File: src/fault_sleep_pkg.sv
// constants, enumerations and summary for the fault escalation and sleep control block
// Summary of operation
// - vector read bus error becomes hard fault
// - memory mismatch flags per access kind
// - no-execute fetch faults even without protection
// - bus error flags per access kind
// - six usage fault causes, own flags
// - fault at or below current priority escalates
// - disabled handler fault escalates to hard fault
// - stacking bus fault entering bus handler stays
// - hard fault fixed priority, preempts all others
// - other faults have configurable priority, enable
// - capture address of memory and bus faults
// - hard fault in nmi or hard handler locks
// - lockup ends on reset, nmi or halt
// - nmi does not release lockup from nmi
// - light sleep gates core clock, deep stops all
// - wait for interrupt sleeps unless wake pending
// - wait for event consumes flag or sleeps
// - send event sets hidden event flag
// - sleep after last handler returns
// - wake on exception able to enter, or as below
// - masked higher priority interrupt wakes if fault mask clear
// - event wake, new pending wakes when enabled
package fault_sleep_pkg;
	localparam int ADDR_W   = 32;            // fault address width
	localparam int PRIO_W   = 3;             // configurable priority width
	// hard fault status bit positions
	localparam int HF_VECTOR_READ_ERROR_FLAG  = 0;
	localparam int HF_ESC   = 1;
	localparam int HF_W     = 2;
	// memory manage status bit positions
	localparam int MM_INSTR = 0;
	localparam int MM_DATA  = 1;
	localparam int MM_STK   = 2;
	localparam int MM_UNSTK = 3;
	localparam int MM_W     = 4;
	// bus fault status bit positions
	localparam int BF_STK   = 0;
	localparam int BF_UNSTK = 1;
	localparam int BF_PREF  = 2;
	localparam int BF_PREC  = 3;
	localparam int BF_DEFER = 4;
	localparam int BF_W     = 5;
	// usage fault status bit positions
	localparam int UF_COPROC = 0;
	localparam int UF_UNKNOWN_OPCODE_FLAG  = 1;
	localparam int UF_STATE  = 2;
	localparam int UF_RETVAL = 3;
	localparam int UF_ALIGN  = 4;
	localparam int UF_ZERO_DIVISOR_FLAG   = 5;
	localparam int UF_W      = 6;
	// fault class codes of the current handler
	localparam logic [2:0] CTX_THREAD = 3'h0;
	localparam logic [2:0] CTX_NMI    = 3'h1;
	localparam logic [2:0] CTX_HARD   = 3'h2;
	localparam logic [2:0] CTX_MEM    = 3'h3;
	localparam logic [2:0] CTX_BUS    = 3'h4;
	localparam logic [2:0] CTX_USAGE  = 3'h5;
	localparam logic [2:0] CTX_OTHER  = 3'h6;
	// fault routing result
	typedef enum logic [2:0] {
		RT_NONE, RT_HARD, RT_MEM, RT_BUS, RT_USAGE
	} route_e;
	// reset values
	localparam logic [ADDR_W-1:0] ADDR_RST = 32'h0000_0000;
endpackage

File: src/sticky_flags.sv
// sticky status flag bank, set beats clear
`timescale 1ns/10ps
module sticky_flags #(
	parameter int W = 4
) (
	input  wire logic         clk,
	input  wire logic         rst_b,
	input  wire logic [W-1:0] set,   // hardware set pulses
	input  wire logic [W-1:0] clr,   // software clear pulses
	output logic      [W-1:0] q      // registered flags
);
	logic [W-1:0] nxt_q;             // next flag value
	// set wins so an event in the clear cycle is kept
	assign nxt_q = (q & ~clr) | set;
	// flag storage
	always_ff @(posedge clk or negedge rst_b) begin
		if (!rst_b) q <= '0;
		else        q <= nxt_q;
	end
	// a set pulse always shows next cycle even with a clear
	property p_set_wins;
		@(posedge clk) disable iff (!rst_b) (|set) |=> ((q & $past(set)) == $past(set));
	endproperty
	a_set_wins: assert property (p_set_wins) else $error("sticky flag lost a set");
	property p_hold;
		@(posedge clk) disable iff (!rst_b) (set == '0 && clr == '0) |=> $stable(q);
	endproperty
	a_hold: assert property (p_hold) else $error("sticky flag changed without cause");
endmodule // sticky_flags

File: src/fault_addr_capture.sv
// fault address capture register
`timescale 1ns/10ps
module fault_addr_capture #(
	parameter int AW = 32
) (
	input  wire logic          clk,
	input  wire logic          rst_b,
	input  wire logic          cap,    // capture strobe
	input  wire logic [AW-1:0] addr,   // faulting address
	output logic      [AW-1:0] q,      // captured address
	output logic               valid   // address holds a capture
);
	// latch address on each faulting access, newest wins
	always_ff @(posedge clk or negedge rst_b) begin
		if (!rst_b) begin
			q     <= '0;
			valid <= 1'b0;
		end else if (cap) begin
			q     <= addr;
			valid <= 1'b1;
		end
	end
	property p_cap;
		@(posedge clk) disable iff (!rst_b) cap |=> (q == $past(addr)) && valid;
	endproperty
	a_cap: assert property (p_cap) else $error("fault address not captured");
endmodule // fault_addr_capture

File: src/fault_escalation_sleep_control.sv
// fault classification, escalation, lockup and sleep control top
`timescale 1ns/10ps
module fault_escalation_sleep_control
	import fault_sleep_pkg::*;
(
	input  wire logic                         CLOCK,
	input  wire logic                         RST_B,
	// error reports from the pipeline and bus checks, one-cycle pulses
	input  wire logic                         VECTOR_BUS_ERR,
	input  wire logic [fault_sleep_pkg::MM_W-1:0] MEM_VIOL,
	input  wire logic                         NO_EXECUTE_REGION_FETCH,
	input  wire logic [fault_sleep_pkg::BF_W-1:0] BUS_ERR,
	input  wire logic [fault_sleep_pkg::UF_W-1:0] USAGE_ERR,
	input  wire logic [fault_sleep_pkg::ADDR_W-1:0] FAULT_ADDR_IN,
	// current execution context
	input  wire logic [2:0]                   CUR_CTX,
	input  wire logic [fault_sleep_pkg::PRIO_W-1:0] CUR_PRIO,
	input  wire logic                         ENTERING_BUS_HANDLER,
	// software configuration
	input  wire logic [fault_sleep_pkg::PRIO_W-1:0] MEM_PRIO,
	input  wire logic [fault_sleep_pkg::PRIO_W-1:0] BUS_PRIO,
	input  wire logic [fault_sleep_pkg::PRIO_W-1:0] USAGE_PRIO,
	input  wire logic                         MEM_HANDLER_EN,
	input  wire logic                         BUS_HANDLER_EN,
	input  wire logic                         USAGE_HANDLER_EN,
	input  wire logic                         DEEP_SLEEP_SELECT,
	input  wire logic                         SLEEP_AFTER_HANDLERS,
	input  wire logic                         EVENT_ON_NEW_PENDING,
	// software clears of the sticky status
	input  wire logic [fault_sleep_pkg::HF_W-1:0] HARD_CLR,
	input  wire logic [fault_sleep_pkg::MM_W-1:0] MEM_CLR,
	input  wire logic [fault_sleep_pkg::BF_W-1:0] BUS_CLR,
	input  wire logic [fault_sleep_pkg::UF_W-1:0] USAGE_CLR,
	// instructions and interrupt controller inputs
	input  wire logic                         WAIT_FOR_INTERRUPT_INSTR,
	input  wire logic                         WAIT_FOR_EVENT_INSTR,
	input  wire logic                         SEND_EVENT_INSTR,
	input  wire logic                         LAST_HANDLER_RETURN,
	input  wire logic                         ENTRY_ABLE_EXC,
	input  wire logic                         MASKED_HIGHER_IRQ,
	input  wire logic                         INTERRUPT_MASK_BIT,
	input  wire logic                         FAULT_MASK_BIT,
	input  wire logic                         NEW_PENDING_IRQ,
	input  wire logic                         NMI_REQ,
	input  wire logic                         DEBUG_HALT,
	// outputs
	output logic [fault_sleep_pkg::HF_W-1:0]  HARD_FAULT_STATUS,
	output logic [fault_sleep_pkg::MM_W-1:0]  MEMORY_MANAGE_FAULT_STATUS,
	output logic [fault_sleep_pkg::BF_W-1:0]  BUS_FAULT_STATUS,
	output logic [fault_sleep_pkg::UF_W-1:0]  USAGE_FAULT_STATUS,
	output logic [fault_sleep_pkg::ADDR_W-1:0] MEMORY_MANAGE_FAULT_ADDRESS,
	output logic [fault_sleep_pkg::ADDR_W-1:0] BUS_FAULT_ADDRESS,
	output logic                              HARD_FAULT_TAKE,
	output logic                              MEM_FAULT_TAKE,
	output logic                              BUS_FAULT_TAKE,
	output logic                              USAGE_FAULT_TAKE,
	output logic                              LOCKUP,
	output logic                              CORE_CLK_GATE,
	output logic                              SYS_CLK_STOP,
	output logic                              PLL_FLASH_OFF,
	output logic                              SLEEPING,
	output logic                              HANDLER_HOLD
);
	import fault_sleep_pkg::*;

	// sleep state machine
	typedef enum logic [1:0] { S_RUN, S_SLEEP_WFI, S_SLEEP_WFE } sleep_e;

	// true when a fault of priority p may not preempt the current level
	function automatic logic cannot_preempt(input logic [PRIO_W-1:0] p,
	                                        input logic [PRIO_W-1:0] cur,
	                                        input logic [2:0] ctx);
		// lower number is higher priority; thread mode never blocks
		// nmi and hard handlers sit above every configurable level
		cannot_preempt = (ctx == CTX_NMI) || (ctx == CTX_HARD) ||
		                 ((ctx != CTX_THREAD) && (p >= cur));
	endfunction

	// raw fault detection per class
	logic [MM_W-1:0] mem_set;      // memory manage causes this cycle
	logic            mem_any;      // any memory manage cause
	logic            bus_any;      // any bus error cause
	logic            usage_any;    // any usage cause
	logic            mem_esc;      // memory fault must escalate
	logic            bus_esc;      // bus fault must escalate
	logic            usage_esc;    // usage fault must escalate
	logic            bus_exempt;   // stacking error while entering bus handler
	logic            esc_any;      // any escalation this cycle
	logic            hard_req;     // hard fault requested
	logic            in_nmi_hard;  // current handler is nmi or hard fault
	logic [HF_W-1:0] hard_set;     // hard fault status sets
	logic [HF_W-1:0] hard_q;       // hard status flags
	logic [MM_W-1:0] mem_q;        // memory manage flags
	logic [BF_W-1:0] bus_q;        // bus fault flags
	logic [UF_W-1:0] usage_q;      // usage fault flags
	logic [ADDR_W-1:0] mm_addr_q;  // captured memory fault address
	logic [ADDR_W-1:0] bf_addr_q;  // captured bus fault address
	logic            bus_addr_cap; // capture strobe for bus address

	// no-execute fetch counts as instruction violation, unit on or off
	assign mem_set   = MEM_VIOL | {{(MM_W-1){1'b0}}, NO_EXECUTE_REGION_FETCH};
	assign mem_any   = |mem_set;
	assign bus_any   = |BUS_ERR;
	assign usage_any = |USAGE_ERR;

	// stacking error on the way into the bus handler keeps its own handler
	assign bus_exempt = ENTERING_BUS_HANDLER && BUS_ERR[BF_STK];

	// escalation: handler disabled or no preemption possible
	assign mem_esc   = mem_any && (!MEM_HANDLER_EN ||
	                   cannot_preempt(MEM_PRIO, CUR_PRIO, CUR_CTX));
	assign bus_esc   = bus_any && !bus_exempt && (!BUS_HANDLER_EN ||
	                   cannot_preempt(BUS_PRIO, CUR_PRIO, CUR_CTX));
	assign usage_esc = usage_any && (!USAGE_HANDLER_EN ||
	                   cannot_preempt(USAGE_PRIO, CUR_PRIO, CUR_CTX));
	assign esc_any   = mem_esc || bus_esc || usage_esc;

	// hard fault sources: vector read error or escalation
	assign hard_req  = VECTOR_BUS_ERR || esc_any;
	assign hard_set  = {esc_any, VECTOR_BUS_ERR};
	assign in_nmi_hard = (CUR_CTX == CTX_NMI) || (CUR_CTX == CTX_HARD);

	// sticky status banks
	sticky_flags #(.W(HF_W)) u_hard (
		.clk(CLOCK), .rst_b(RST_B), .set(hard_set), .clr(HARD_CLR), .q(hard_q)
	);
	sticky_flags #(.W(MM_W)) u_mem (
		.clk(CLOCK), .rst_b(RST_B), .set(mem_set), .clr(MEM_CLR), .q(mem_q)
	);
	sticky_flags #(.W(BF_W)) u_bus (
		.clk(CLOCK), .rst_b(RST_B), .set(BUS_ERR), .clr(BUS_CLR), .q(bus_q)
	);
	sticky_flags #(.W(UF_W)) u_usage (
		.clk(CLOCK), .rst_b(RST_B), .set(USAGE_ERR), .clr(USAGE_CLR), .q(usage_q)
	);

	// deferred data errors carry no reliable address
	assign bus_addr_cap = bus_any && !(BUS_ERR == (BF_W'(1) << BF_DEFER));
	fault_addr_capture #(.AW(ADDR_W)) u_mm_addr (
		.clk(CLOCK), .rst_b(RST_B), .cap(mem_any), .addr(FAULT_ADDR_IN),
		.q(mm_addr_q), .valid()
	);
	fault_addr_capture #(.AW(ADDR_W)) u_bf_addr (
		.clk(CLOCK), .rst_b(RST_B), .cap(bus_addr_cap), .addr(FAULT_ADDR_IN),
		.q(bf_addr_q), .valid()
	);

	// lockup state
	logic lockup_ff;       // core locked up
	logic lock_from_nmi_ff;// lockup was entered from nmi handler
	logic nxt_lockup;
	logic nxt_lock_from_nmi;
	logic lock_enter;
	logic lock_release;
	assign lock_enter   = hard_req && in_nmi_hard && !lockup_ff;
	// nmi frees only a lockup that began outside the nmi handler
	assign lock_release = DEBUG_HALT || (NMI_REQ && !lock_from_nmi_ff);
	assign nxt_lockup   = lock_enter ? 1'b1 : (lock_release ? 1'b0 : lockup_ff);
	assign nxt_lock_from_nmi = lock_enter ? (CUR_CTX == CTX_NMI) :
	                           (lock_release ? 1'b0 : lock_from_nmi_ff);
	// lockup register
	always_ff @(posedge CLOCK or negedge RST_B) begin
		if (!RST_B) begin
			lockup_ff        <= 1'b0;
			lock_from_nmi_ff <= 1'b0;
		end else begin
			lockup_ff        <= nxt_lockup;
			lock_from_nmi_ff <= nxt_lock_from_nmi;
		end
	end

	// fault routing; hard fault beats every configurable fault
	route_e route;
	assign route = (hard_req && !in_nmi_hard) ? RT_HARD :
	               (hard_req)                 ? RT_NONE :
	               mem_any                    ? RT_MEM :
	               bus_any                    ? RT_BUS :
	               usage_any                  ? RT_USAGE : RT_NONE;

	// event flag and sleep machine
	sleep_e state_ff;
	sleep_e nxt_state;
	logic   event_ff;      // internal event flag, no software path
	logic   nxt_event;
	logic   wake_irq;      // wake for wfi and sleep after handlers
	logic   wake_evt;      // wake for wfe
	logic   new_pend_evt;  // pend event when enabled
	logic   wfi_go;
	logic   wfe_go;
	logic   exit_go;
	assign wake_irq     = ENTRY_ABLE_EXC ||
	                      (MASKED_HIGHER_IRQ && INTERRUPT_MASK_BIT && !FAULT_MASK_BIT);
	assign new_pend_evt = EVENT_ON_NEW_PENDING && NEW_PENDING_IRQ;
	assign wake_evt     = wake_irq || new_pend_evt || SEND_EVENT_INSTR;
	assign wfi_go  = (state_ff == S_RUN) && !lockup_ff && WAIT_FOR_INTERRUPT_INSTR && !wake_irq;
	assign wfe_go  = (state_ff == S_RUN) && !lockup_ff && WAIT_FOR_EVENT_INSTR && !event_ff &&
	                 !wake_evt;
	assign exit_go = (state_ff == S_RUN) && !lockup_ff && SLEEP_AFTER_HANDLERS &&
	                 LAST_HANDLER_RETURN && !wake_irq;

	// event flag: send event or pend event sets, a running wfe consumes it
	assign nxt_event = (SEND_EVENT_INSTR || new_pend_evt) ? 1'b1 :
	                   ((state_ff == S_RUN && WAIT_FOR_EVENT_INSTR) ? 1'b0 :
	                   ((state_ff == S_SLEEP_WFE && wake_evt) ? 1'b0 : event_ff));

	// sleep state transitions
	always_comb begin
		nxt_state = state_ff;
		case (state_ff)
			S_RUN: begin
				if (wfi_go || exit_go) nxt_state = S_SLEEP_WFI;
				else if (wfe_go)       nxt_state = S_SLEEP_WFE;
			end
			S_SLEEP_WFI: begin
				if (wake_irq || DEBUG_HALT) nxt_state = S_RUN;
			end
			S_SLEEP_WFE: begin
				if (wake_evt || DEBUG_HALT) nxt_state = S_RUN;
			end
			default: nxt_state = S_RUN;
		endcase
	end

	// sleep and event registers
	always_ff @(posedge CLOCK or negedge RST_B) begin
		if (!RST_B) begin
			state_ff <= S_RUN;
			event_ff <= 1'b0;
		end else begin
			state_ff <= nxt_state;
			event_ff <= nxt_event;
		end
	end

	// registered outputs; clock controls follow the sleep mode
	logic asleep_nxt;
	assign asleep_nxt = (nxt_state != S_RUN);
	always_ff @(posedge CLOCK or negedge RST_B) begin
		if (!RST_B) begin
			HARD_FAULT_TAKE  <= 1'b0;
			MEM_FAULT_TAKE   <= 1'b0;
			BUS_FAULT_TAKE   <= 1'b0;
			USAGE_FAULT_TAKE <= 1'b0;
			CORE_CLK_GATE    <= 1'b0;
			SYS_CLK_STOP     <= 1'b0;
			PLL_FLASH_OFF    <= 1'b0;
			SLEEPING         <= 1'b0;
			HANDLER_HOLD     <= 1'b0;
		end else begin
			HARD_FAULT_TAKE  <= (route == RT_HARD);
			MEM_FAULT_TAKE   <= (route == RT_MEM);
			BUS_FAULT_TAKE   <= (route == RT_BUS);
			USAGE_FAULT_TAKE <= (route == RT_USAGE);
			CORE_CLK_GATE    <= asleep_nxt;
			SYS_CLK_STOP     <= asleep_nxt && DEEP_SLEEP_SELECT;
			PLL_FLASH_OFF    <= asleep_nxt && DEEP_SLEEP_SELECT;
			SLEEPING         <= asleep_nxt;
			// woke by a masked interrupt: handler waits for mask clear
			HANDLER_HOLD     <= INTERRUPT_MASK_BIT && !FAULT_MASK_BIT && MASKED_HIGHER_IRQ;
		end
	end
	assign HARD_FAULT_STATUS           = hard_q;
	assign MEMORY_MANAGE_FAULT_STATUS  = mem_q;
	assign BUS_FAULT_STATUS            = bus_q;
	assign USAGE_FAULT_STATUS          = usage_q;
	assign MEMORY_MANAGE_FAULT_ADDRESS = mm_addr_q;
	assign BUS_FAULT_ADDRESS           = bf_addr_q;
	assign LOCKUP                      = lockup_ff;

	// assertions
	property p_vector_read_error_flag;
		@(posedge CLOCK) disable iff (!RST_B) VECTOR_BUS_ERR |=> HARD_FAULT_STATUS[HF_VECTOR_READ_ERROR_FLAG];
	endproperty
	a_vector_read_error_flag: assert property (p_vector_read_error_flag) else $error("vector error flag missing");
	property p_xn;
		@(posedge CLOCK) disable iff (!RST_B)
			NO_EXECUTE_REGION_FETCH |=> MEMORY_MANAGE_FAULT_STATUS[MM_INSTR];
	endproperty
	a_xn: assert property (p_xn) else $error("no-execute fetch not flagged");
	property p_disabled_esc;
		@(posedge CLOCK) disable iff (!RST_B)
			(usage_any && !USAGE_HANDLER_EN) |=> HARD_FAULT_STATUS[HF_ESC] && !USAGE_FAULT_TAKE;
	endproperty
	a_disabled_esc: assert property (p_disabled_esc) else $error("disabled fault not escalated");
	// a memory or usage fault inside the nmi or hard handler never gets its own handler
	property p_nmi_hard_esc;
		@(posedge CLOCK) disable iff (!RST_B)
			(in_nmi_hard && (mem_any || usage_any)) |=>
			HARD_FAULT_STATUS[HF_ESC] && !MEM_FAULT_TAKE && !USAGE_FAULT_TAKE;
	endproperty
	a_nmi_hard_esc: assert property (p_nmi_hard_esc) else $error("not escalated");
	property p_bus_exempt;
		@(posedge CLOCK) disable iff (!RST_B)
			(BUS_ERR == (BF_W'(1) << BF_STK) && ENTERING_BUS_HANDLER && !VECTOR_BUS_ERR &&
			 !mem_esc && !usage_esc && !mem_any) |=> BUS_FAULT_TAKE;
	endproperty
	a_bus_exempt: assert property (p_bus_exempt) else $error("bus handler entry fault escalated");
	property p_lock;
		@(posedge CLOCK) disable iff (!RST_B)
			(hard_req && in_nmi_hard && !lock_release) |=> LOCKUP;
	endproperty
	a_lock: assert property (p_lock) else $error("lockup not entered");
	property p_nmi_stays;
		@(posedge CLOCK) disable iff (!RST_B)
			(LOCKUP && lock_from_nmi_ff && !DEBUG_HALT) |=> LOCKUP;
	endproperty
	a_nmi_stays: assert property (p_nmi_stays) else $error("nmi released nmi lockup");
	property p_release;
		@(posedge CLOCK) disable iff (!RST_B) (LOCKUP && DEBUG_HALT && !lock_enter) |=> !LOCKUP;
	endproperty
	a_release: assert property (p_release) else $error("halt did not release lockup");
	property p_wfi;
		@(posedge CLOCK) disable iff (!RST_B) wfi_go |=> SLEEPING && CORE_CLK_GATE;
	endproperty
	a_wfi: assert property (p_wfi) else $error("wfi did not sleep");
	property p_wfe_flag;
		@(posedge CLOCK) disable iff (!RST_B)
			(state_ff == S_RUN && WAIT_FOR_EVENT_INSTR && event_ff && !SEND_EVENT_INSTR &&
			 !new_pend_evt) |=> !event_ff && !SLEEPING;
	endproperty
	a_wfe_flag: assert property (p_wfe_flag) else $error("wfe with event slept");
	property p_deep;
		@(posedge CLOCK) disable iff (!RST_B) SYS_CLK_STOP |-> CORE_CLK_GATE && PLL_FLASH_OFF;
	endproperty
	a_deep: assert property (p_deep) else $error("deep sleep incomplete");
	property p_wake;
		@(posedge CLOCK) disable iff (!RST_B) (state_ff == S_SLEEP_WFI && wake_irq) |=> !SLEEPING;
	endproperty
	a_wake: assert property (p_wake) else $error("no wake on entry-able exception");
	// send event always leaves the hidden flag set
	property p_event_set;
		@(posedge CLOCK) disable iff (!RST_B) SEND_EVENT_INSTR |=> event_ff;
	endproperty
	a_event_set: assert property (p_event_set) else $error("event flag not set");
	// a new pending interrupt with the enable set ends wait-for-event sleep
	property p_pend_wake;
		@(posedge CLOCK) disable iff (!RST_B)
			(state_ff == S_SLEEP_WFE && new_pend_evt) |=> !SLEEPING;
	endproperty
	a_pend_wake: assert property (p_pend_wake) else $error("pending event did not wake");
	c_lock:  cover property (@(posedge CLOCK) disable iff (!RST_B) lock_enter ##[1:20] lock_release);
	c_wfe:   cover property (@(posedge CLOCK) disable iff (!RST_B) wfe_go ##[1:20] !SLEEPING);
	c_esc:   cover property (@(posedge CLOCK) disable iff (!RST_B) esc_any && !in_nmi_hard);
	c_deep:  cover property (@(posedge CLOCK) disable iff (!RST_B) SYS_CLK_STOP);
endmodule // fault_escalation_sleep_control

File: config.mk
export PLATFORM = sky130hd
export DESIGN_NAME = fault_escalation_sleep_control
export DESIGN_NICKNAME = d
export VERILOG_FILES = /design/src/fault_sleep_pkg.sv /design/src/sticky_flags.sv /design/src/fault_addr_capture.sv /design/src/fault_escalation_sleep_control.sv
export SDC_FILE = /design/constraint.sdc
export NUM_CORES = 1
export LEC_CHECK = 0
export BUFFER_PORTS_ARGS = -buffer_cell sky130_fd_sc_hd__buf_2
export CAP_MARGIN = 20
export CORE_MARGIN = 3
export CORE_UTILIZATION = 40
export CTS_BUF_LIST = sky130_fd_sc_hd__clkbuf_2
export CTS_CLUSTER_SIZE = 28
export DETAILED_ROUTE_END_ITERATION = 8
export GPL_TIMING_DRIVEN = 0
export PLACE_DENSITY = 0.68
export SYNTH_ARGS = -nofsm -noshare
export SYNTH_HDL_FRONTEND = slang
export SYNTH_SLANG_ARGS = --single-unit
File: constraint.sdc
create_clock -name CLOCK -period 1.6 [get_ports CLOCK]
set_input_delay 0.16 -clock CLOCK [delete_from_list [all_inputs] [get_ports CLOCK]]
set_output_delay 0.16 -clock CLOCK [all_outputs]
set_load 0.02 [all_outputs]
==> impl_metrics.json, run 1 <==
{
  "status": "finished, violations left",
  "finalHoldViolCount": 0,
  "setup-violations-final": 1,
  "ios": 192,
  "drtIter0Drc": 92,
  "grt_use_met3_pct": 5.68,
  "numPortBuffers": 191,
  "n_antenna_cell": 0,
  "fill_cells": 755,
  "avgViaCountPerCell": 4.69,
  "arrival_ns": 2.05,
  "fin_nets": 684,
  "num_vias": 3319,
  "fp.dieH_um": 105,
  "crit_buf_inv": 2,
  "grt_pass1_vias": 3611,
  "yosys_warnings": 0,
  "grt_usage_pct": 19.5,
  "synth_top_area_share_pct": 59.5,
  "start_util_pct": 41.7,
  "relSlewSlack_pct": 59.4,
  "p_leak_nw": 2.98,
  "cts_max_level": 3,
  "hold_path_class": "in2reg",
  "fmax_ghz": 0.622,
  "die_width_um": 105,
  "max_stage_delay_ns": 0.55,
  "tightest_slew_ns": 0.609,
  "fin_ws_ns": -0.00875,
  "period_share_pct": 101,
  "wl_um": 10600,
  "drc_errors": 0,
  "syn_avg_cell_area_um2": 13.5,
  "p_per_area_nw_per_um2": 801,
  "hpwl_um": 7420,
  "cpLargestDelayFamily": "simple AND/OR/NAND/NOR gates",
  "synth_edf_count": 0,
  "drive_gt1_share_pct": 45.8,
  "grt_pass1_wl_um": 17300,
  "synthArstFlopShare_pct": 100,
  "placed_area_um2": 5060,
  "ir_drop_uv": 536,
  "worst_path_max_delay_cell": "dlygate4sd3_1",
  "synth_seq_cells": 93,
  "setup.worst_path.class": "in2reg",
  "coreArea_um2": 9370,
  "syn-num-nets": 400,
  "synthTopCellsByArea": "dfrtp_1, mux2_2, mux2_1, a21o_1, ha_1",
  "final_antenna_net_count": 0,
  "cp-end-kind": "flip-flop",
  "crit_path_cell_trace": "dlygate4sd3_1, buf_2, nor4_1, nand2_1, o211ai_1, nand3_2, mux2_4",
  "clkSinkCount": 93,
  "syn-cell-area_um2": 3910,
  "power_mw": 4.81,
  "start_kind": "input port",
  "wire_per_inst_um": 15.0,
  "routabilityCongestion": 0.774,
  "fin_area_um2": 6000,
  "clockBufferDepth": 2,
  "grt_start_max_net_pins": 49,
  "fin_util_pct": 64.0,
  "synthCells": 290,
  "synthToLayoutAreaGrowth_pct": 53.3,
  "grt_use_met1_pct": 23.0,
  "top_usage_layer": "met2",
  "dpl.cell_count": 611,
  "grt_antenna_before_repair": 0,
  "layoutNonFillerInstCount": 708,
  "rows": 35,
  "use_met2_pct": 33.8,
  "synth_seq_area_share_pct": 59.5,
  "crit_fanout": 3,
  "grt-ovfl-total": 0,
  "yosysMostFrequentCell": "dfrtp_1",
  "cts_made_buffers": 9,
  "synthFlopType": "dfrtp_1",
  "maxSlewViolCount": 0,
  "netlist_top_cells_count": "dfrtp_1, mux2_2, inv_1, mux2_1, a21o_1",
  "cts-root-buf": "clkbuf_2",
  "violations": "negative setup slack",
  "synth_top_area_cell": "dfrtp_1",
  "finalCriticalPeriod_ns": 1.61,
  "ys_types": 43,
  "drt_pass1_iterations": 4,
  "drv_cap": 0,
  "insertion_delay_ns": 0.51,
  "fin_worst_skew_ns": 0.00401,
  "cp_data_required_time_ns": 2.04,
  "path_clk_slew_ns": 0.27,
  "die-area_um2": 11000,
  "cts_tree": "built",
  "rsz0062_at_grt": "no"
}
worst reg2reg max path, stage by stage, from the launching register on:
cell           delay, ns
dfrtp_1             0.47
a211oi_2            0.24
dlygate4sd3_1       0.59
and3_1              0.15
cell families (layout without fill, tap and decap cells):
logic type,count (synthesis),count (layout),synth area share [%]
flip-flops,93,93,59.5
multiplexers,66,66,19.1
AND/OR/NAND/NOR,48,48,6.68
AO/OA/AOI/OAI,39,39,7.55
buffers and inverters,34,323,4.13
adder cells (fa/ha/maj),9,9,2.88
XOR/XNOR,1,1,0.224
stage by stage:
step                      TNS [ns]  hold slack, ns  setup WS [ns]
after floorplan                  0          -0.136         0.0292
after global placement      -55.28           0.343         -0.499
after detailed placement     -9.68           0.216         -0.296
after CTS                        0          0.0109         0.0296
after global routing             0          0.0206         0.0324
final                     -0.00875          0.0656       -0.00875
layer usage:
metal | up-vias | part of all wire, % | routed length (um)
met5 | - | 0 | 0
met2 | 136 | 50 | 5360
li1 | 1581 | - | -
met1 | 1581 | 40 | 4230
met3 | 21 | 8.1 | 861
met4 | 0 | 1.8 | 189
repair_timing:
action	4_1_cts	5_1_grt
endpoints found under the setup margin	0	2
hold buffers	80	0
gates resized for setup	0	2
hold endpoints to repair	153	0
buffers inserted	0	1
placed cells by master, fill, tap and decap left out, drive strengths merged, types with 4 or more instances in the layout:
master / n
buf: 201
dfrtp: 93
dlygate4sd3: 80
mux2: 65
inv: 28
a21o: 18
nand2: 11
nor2: 11
clkbuf: 11
ha: 9
o21ai: 6
nor4: 6
a21oi: 4
where the power goes:
group	switching [mW]	internal (mW)
registers	0.0750	2.50
logic	0.516	0.501
clock network	0.824	0.389
final timing paths:
| check | startpoint | to | slack (ns) | cells after the start |
|---|---|---|---|---|
| worst max register to register | state_ff[0]$_DFF_PN0_ | state_ff[1]$_DFF_PN0_ | 0.12 | 3 |
| min in group asynchronous | RST_B | u_mm_addr.q[9]$_DFFE_PN0P_ | 0.14 | 2 |
| worst max-delay path | USAGE_ERR[3] | lock_from_nmi_ff$_DFFE_PN0P_ | -0.009 | 7 |
| worst min-delay path | USAGE_HANDLER_EN | USAGE_FAULT_TAKE$_DFF_PN0_ | 0.07 | 5 |
| worst min register to register | u_hard.q[1]$_DFF_PN0_ | u_hard.q[1]$_DFF_PN0_ | 0.51 | 1 |
| max in group asynchronous | RST_B | u_bf_addr.q[27]$_DFFE_PN0P_ | 0.81 | 3 |
area by class of cell:
type                            count  area (um2)  area share [%]
Multi-Input combinational cell    163        1430            23.8
Sequential cell                    93        2330            38.8
Timing Repair Buffer              273        1790            29.9
Clock buffer                        9        45.0           0.751
Inverter                           24        90.1            1.50
Clock inverter                      7        80.1            1.33
Tap cell                          129         161            2.69
Buffer                             10        71.3            1.19
flip-flops by register name, indices dropped and copies added, names as in the netlist:
signal,flops
u_usage.q,6
lock_from_nmi_ff,1
MEM_FAULT_TAKE,1
HANDLER_HOLD,1
HARD_FAULT_TAKE,1
u_hard.q,2
SLEEPING,1
event_ff,1
u_mem.q,4
u_bf_addr.q,32
state_ff,2
u_mm_addr.q,32
PLL_FLASH_OFF,1
LOCKUP,1
BUS_FAULT_TAKE,1
USAGE_FAULT_TAKE,1
u_bus.q,5
Note: power is estimated with default switching activity, not from simulation.
==> inputs of run 2 (changes only) <==
--- a/config.mk
+++ b/config.mk
@@ -7,6 +7,7 @@
 export LEC_CHECK = 0
 export BUFFER_PORTS_ARGS = -buffer_cell sky130_fd_sc_hd__buf_2
 export CAP_MARGIN = 20
+export CORE_ASPECT_RATIO = 1.75
 export CORE_MARGIN = 3
 export CORE_UTILIZATION = 40
 export CTS_BUF_LIST = sky130_fd_sc_hd__clkbuf_2
==> run 2 against run 1 <==
- clock-buffer cell count unchanged
- critical path type unchanged
- design area is essentially flat
- flip-flop and latch count unchanged
- the flow still finishes with violations (negative setup slack)
==> impl_metrics.json, run 2 (synthesis results as in run 1) <==
{
  "largestRegisters": "u_bf_addr.q (32), u_mm_addr.q (32), u_usage.q (6)",
  "rsz0062_at_grt": "yes",
  "combinationalPowerShare_pct": 22.7,
  "power_mw": 4.51,
  "grt_pass1_wl_um": 16800,
  "r2r_cells": 3,
  "dpl.cell_count": 604,
  "fin_ws_ns": -0.0369,
  "p_per_area_nw_per_um2": 751,
  "ir_drop_uv": 528,
  "area.sequential_um2": 2330,
  "cts_tree": "built",
  "clockBufferDepth": 2,
  "grt-ovfl-total": 0,
  "drv_cap": 0,
  "relSlewSlack_pct": 60.8,
  "layoutNonFillerInstCount": 704,
  "r2r_end": "state_ff[1]$_DFF_PN0_",
  "maxSlewViolCount": 0,
  "p_seq_share_pct": 57.1,
  "wire_per_inst_um": 15.3,
  "switchingPower_mw": 1.32,
  "tightest_slew_ns": 0.588,
  "pwr-share-clk_pct": 20.2,
  "grt_antenna_before_repair": 1,
  "cp_data_required_time_ns": 2.03,
  "ios": 192,
  "finalCriticalPeriod_ns": 1.64,
  "reg2reg_from": "state_ff[0]$_DFF_PN0_",
  "drc_errors": 0,
  "multi_input_area_um2": 1430,
  "numPortBuffers": 191,
  "fin_area_um2": 6000,
  "cp-end-kind": "flip-flop",
  "drive_gt1_share_pct": 44.9,
  "cts_made_buffers": 9,
  "hpwl_um": 7750,
  "crit_fanout": 6,
  "setup.worst_path.class": "in2reg",
  "drt_pass1_iterations": 4,
  "rows": 47,
  "violations": "negative setup slack",
  "clkSinkCount": 93,
  "cts-root-buf": "clkbuf_2",
  "whs_ns": 0.0688,
  "setup-violations-final": 2,
  "routabilityCongestion": 0.746,
  "period_share_pct": 102,
  "fp.dieH_um": 137,
  "p_leak_nw": 2.97,
  "grt_pass1_vias": 3681,
  "synthToLayoutAreaGrowth_pct": 53.5,
  "grt_usage_pct": 19.8,
  "hold_path_class": "in2reg",
  "start_kind": "input port",
  "die-area_um2": 11100,
  "insertion_delay_ns": 0.53,
  "fmax_ghz": 0.611,
  "fin_util_pct": 63.0,
  "start_util_pct": 41.1,
  "cts_max_level": 3,
  "finalHoldViolCount": 0,
  "wl_um": 10800,
  "grt_start_max_net_pins": 70,
  "swShare_pct": 29.4,
  "avgViaCountPerCell": 4.79,
  "hold_end": "BUS_FAULT_TAKE$_DFF_PN0_",
  "hp-start": "USAGE_HANDLER_EN",
  "fin_worst_skew_ns": 0.0244,
  "placed_area_um2": 5050,
  "num_vias": 3375,
  "min_path_cells": 5,
  "die_width_um": 80.8,
  "coreArea_um2": 9530,
  "preCtsSetupSlack_ns": -0.220,
  "p_int_mw": 3.19,
  "tns_ns": -0.0565,
  "final_antenna_net_count": 0,
  "fill_cells": 777,
  "final_common_cell": "buf_2",
  "arrival_ns": 2.06,
  "path_clk_slew_ns": 0.23,
  "fin_nets": 687,
  "drtIter0Drc": 104,
  "status": "finished, violations left",
  "rrSetupSlack_ns": 0.02,
  "layout_common_cells": "buf_2, dfrtp_1, dlygate4sd3_1"
}
==> run 2: cell count changes in the layout (fill, tap and decap cells not counted), sizes merged <==
cell | previous run | this run
inv | 28 | 24
diode | 0 | 1
clkinv | 2 | 5
dlygate4sd3 | 80 | 83
clkinvlp | 0 | 1
bufinv | 1 | 0
==> run 2: metal layers <==
layer | track usage [%] | vias to the layer above | share of wire (%)
met5 | 0 | - | 0
met4 | 8.74 | 0 | 2.4
met3 | 4.68 | 21 | 6.2
met2 | 37.3 | 128 | 57
met1 | 20.0 | 1633 | 35
li1 | - | 1593 | -
==> run 2: power groups by stage <==
stage | clock network (mW) | registers [mW] | logic [mW]
after floorplan | 0 | 2.79 | 0.256
after global placement | 0 | 2.61 | 0.813
after detailed placement | 0 | 2.62 | 0.845
after CTS | 0.970 | 2.58 | 1.02
after global routing | 1.05 | 2.60 | 1.12
final | 0.910 | 2.58 | 1.03
==> run 2: layout make-up <==
cell class              count  share of cell area (%)
clock inverters             6                   0.521
repair buffers            276                    30.8
flip-flops and latches     93                    38.8
well taps                 122                    2.54
plain buffers              10                    1.29
inverters                  24                    1.50
diodes                      1                  0.0417
multi-input cells         163                    23.8
clock buffers               9                   0.750
==> run 2: worst max-delay path by stage <==
stage,from,to,slack [ns]
final,MEM_VIOL[2],lock_from_nmi_ff$_DFFE_PN0P_,-0.04
after global routing,LOCKUP$_DFFE_PN0P_,state_ff[0]$_DFF_PN0_,-0.10
after CTS,RST_B,u_mm_addr.q[7]$_DFFE_PN0P_,0.008
after detailed placement,CUR_PRIO[1],LOCKUP$_DFFE_PN0P_,-0.22
after global placement,RST_B,u_mm_addr.q[30]$_DFFE_PN0P_,-0.44
after floorplan,CUR_PRIO[1],LOCKUP$_DFFE_PN0P_,0.03
==> run 2: critical path: stages <==
cell           delay [ns]
dlygate4sd3_1        0.53
buf_2                0.14
or4_1                0.55
buf_6                0.16
nand3_1              0.09
nand3_2              0.11
mux2_4               0.31
==> run 2: what timing repair did <==
action / CTS / global route
endpoints found under the setup margin: 0 / 28
endpoints found under the hold margin: 184 / 0
hold buffers: 83 / 0
gates resized for setup: 0 / 5
buffers inserted: 0 / 1
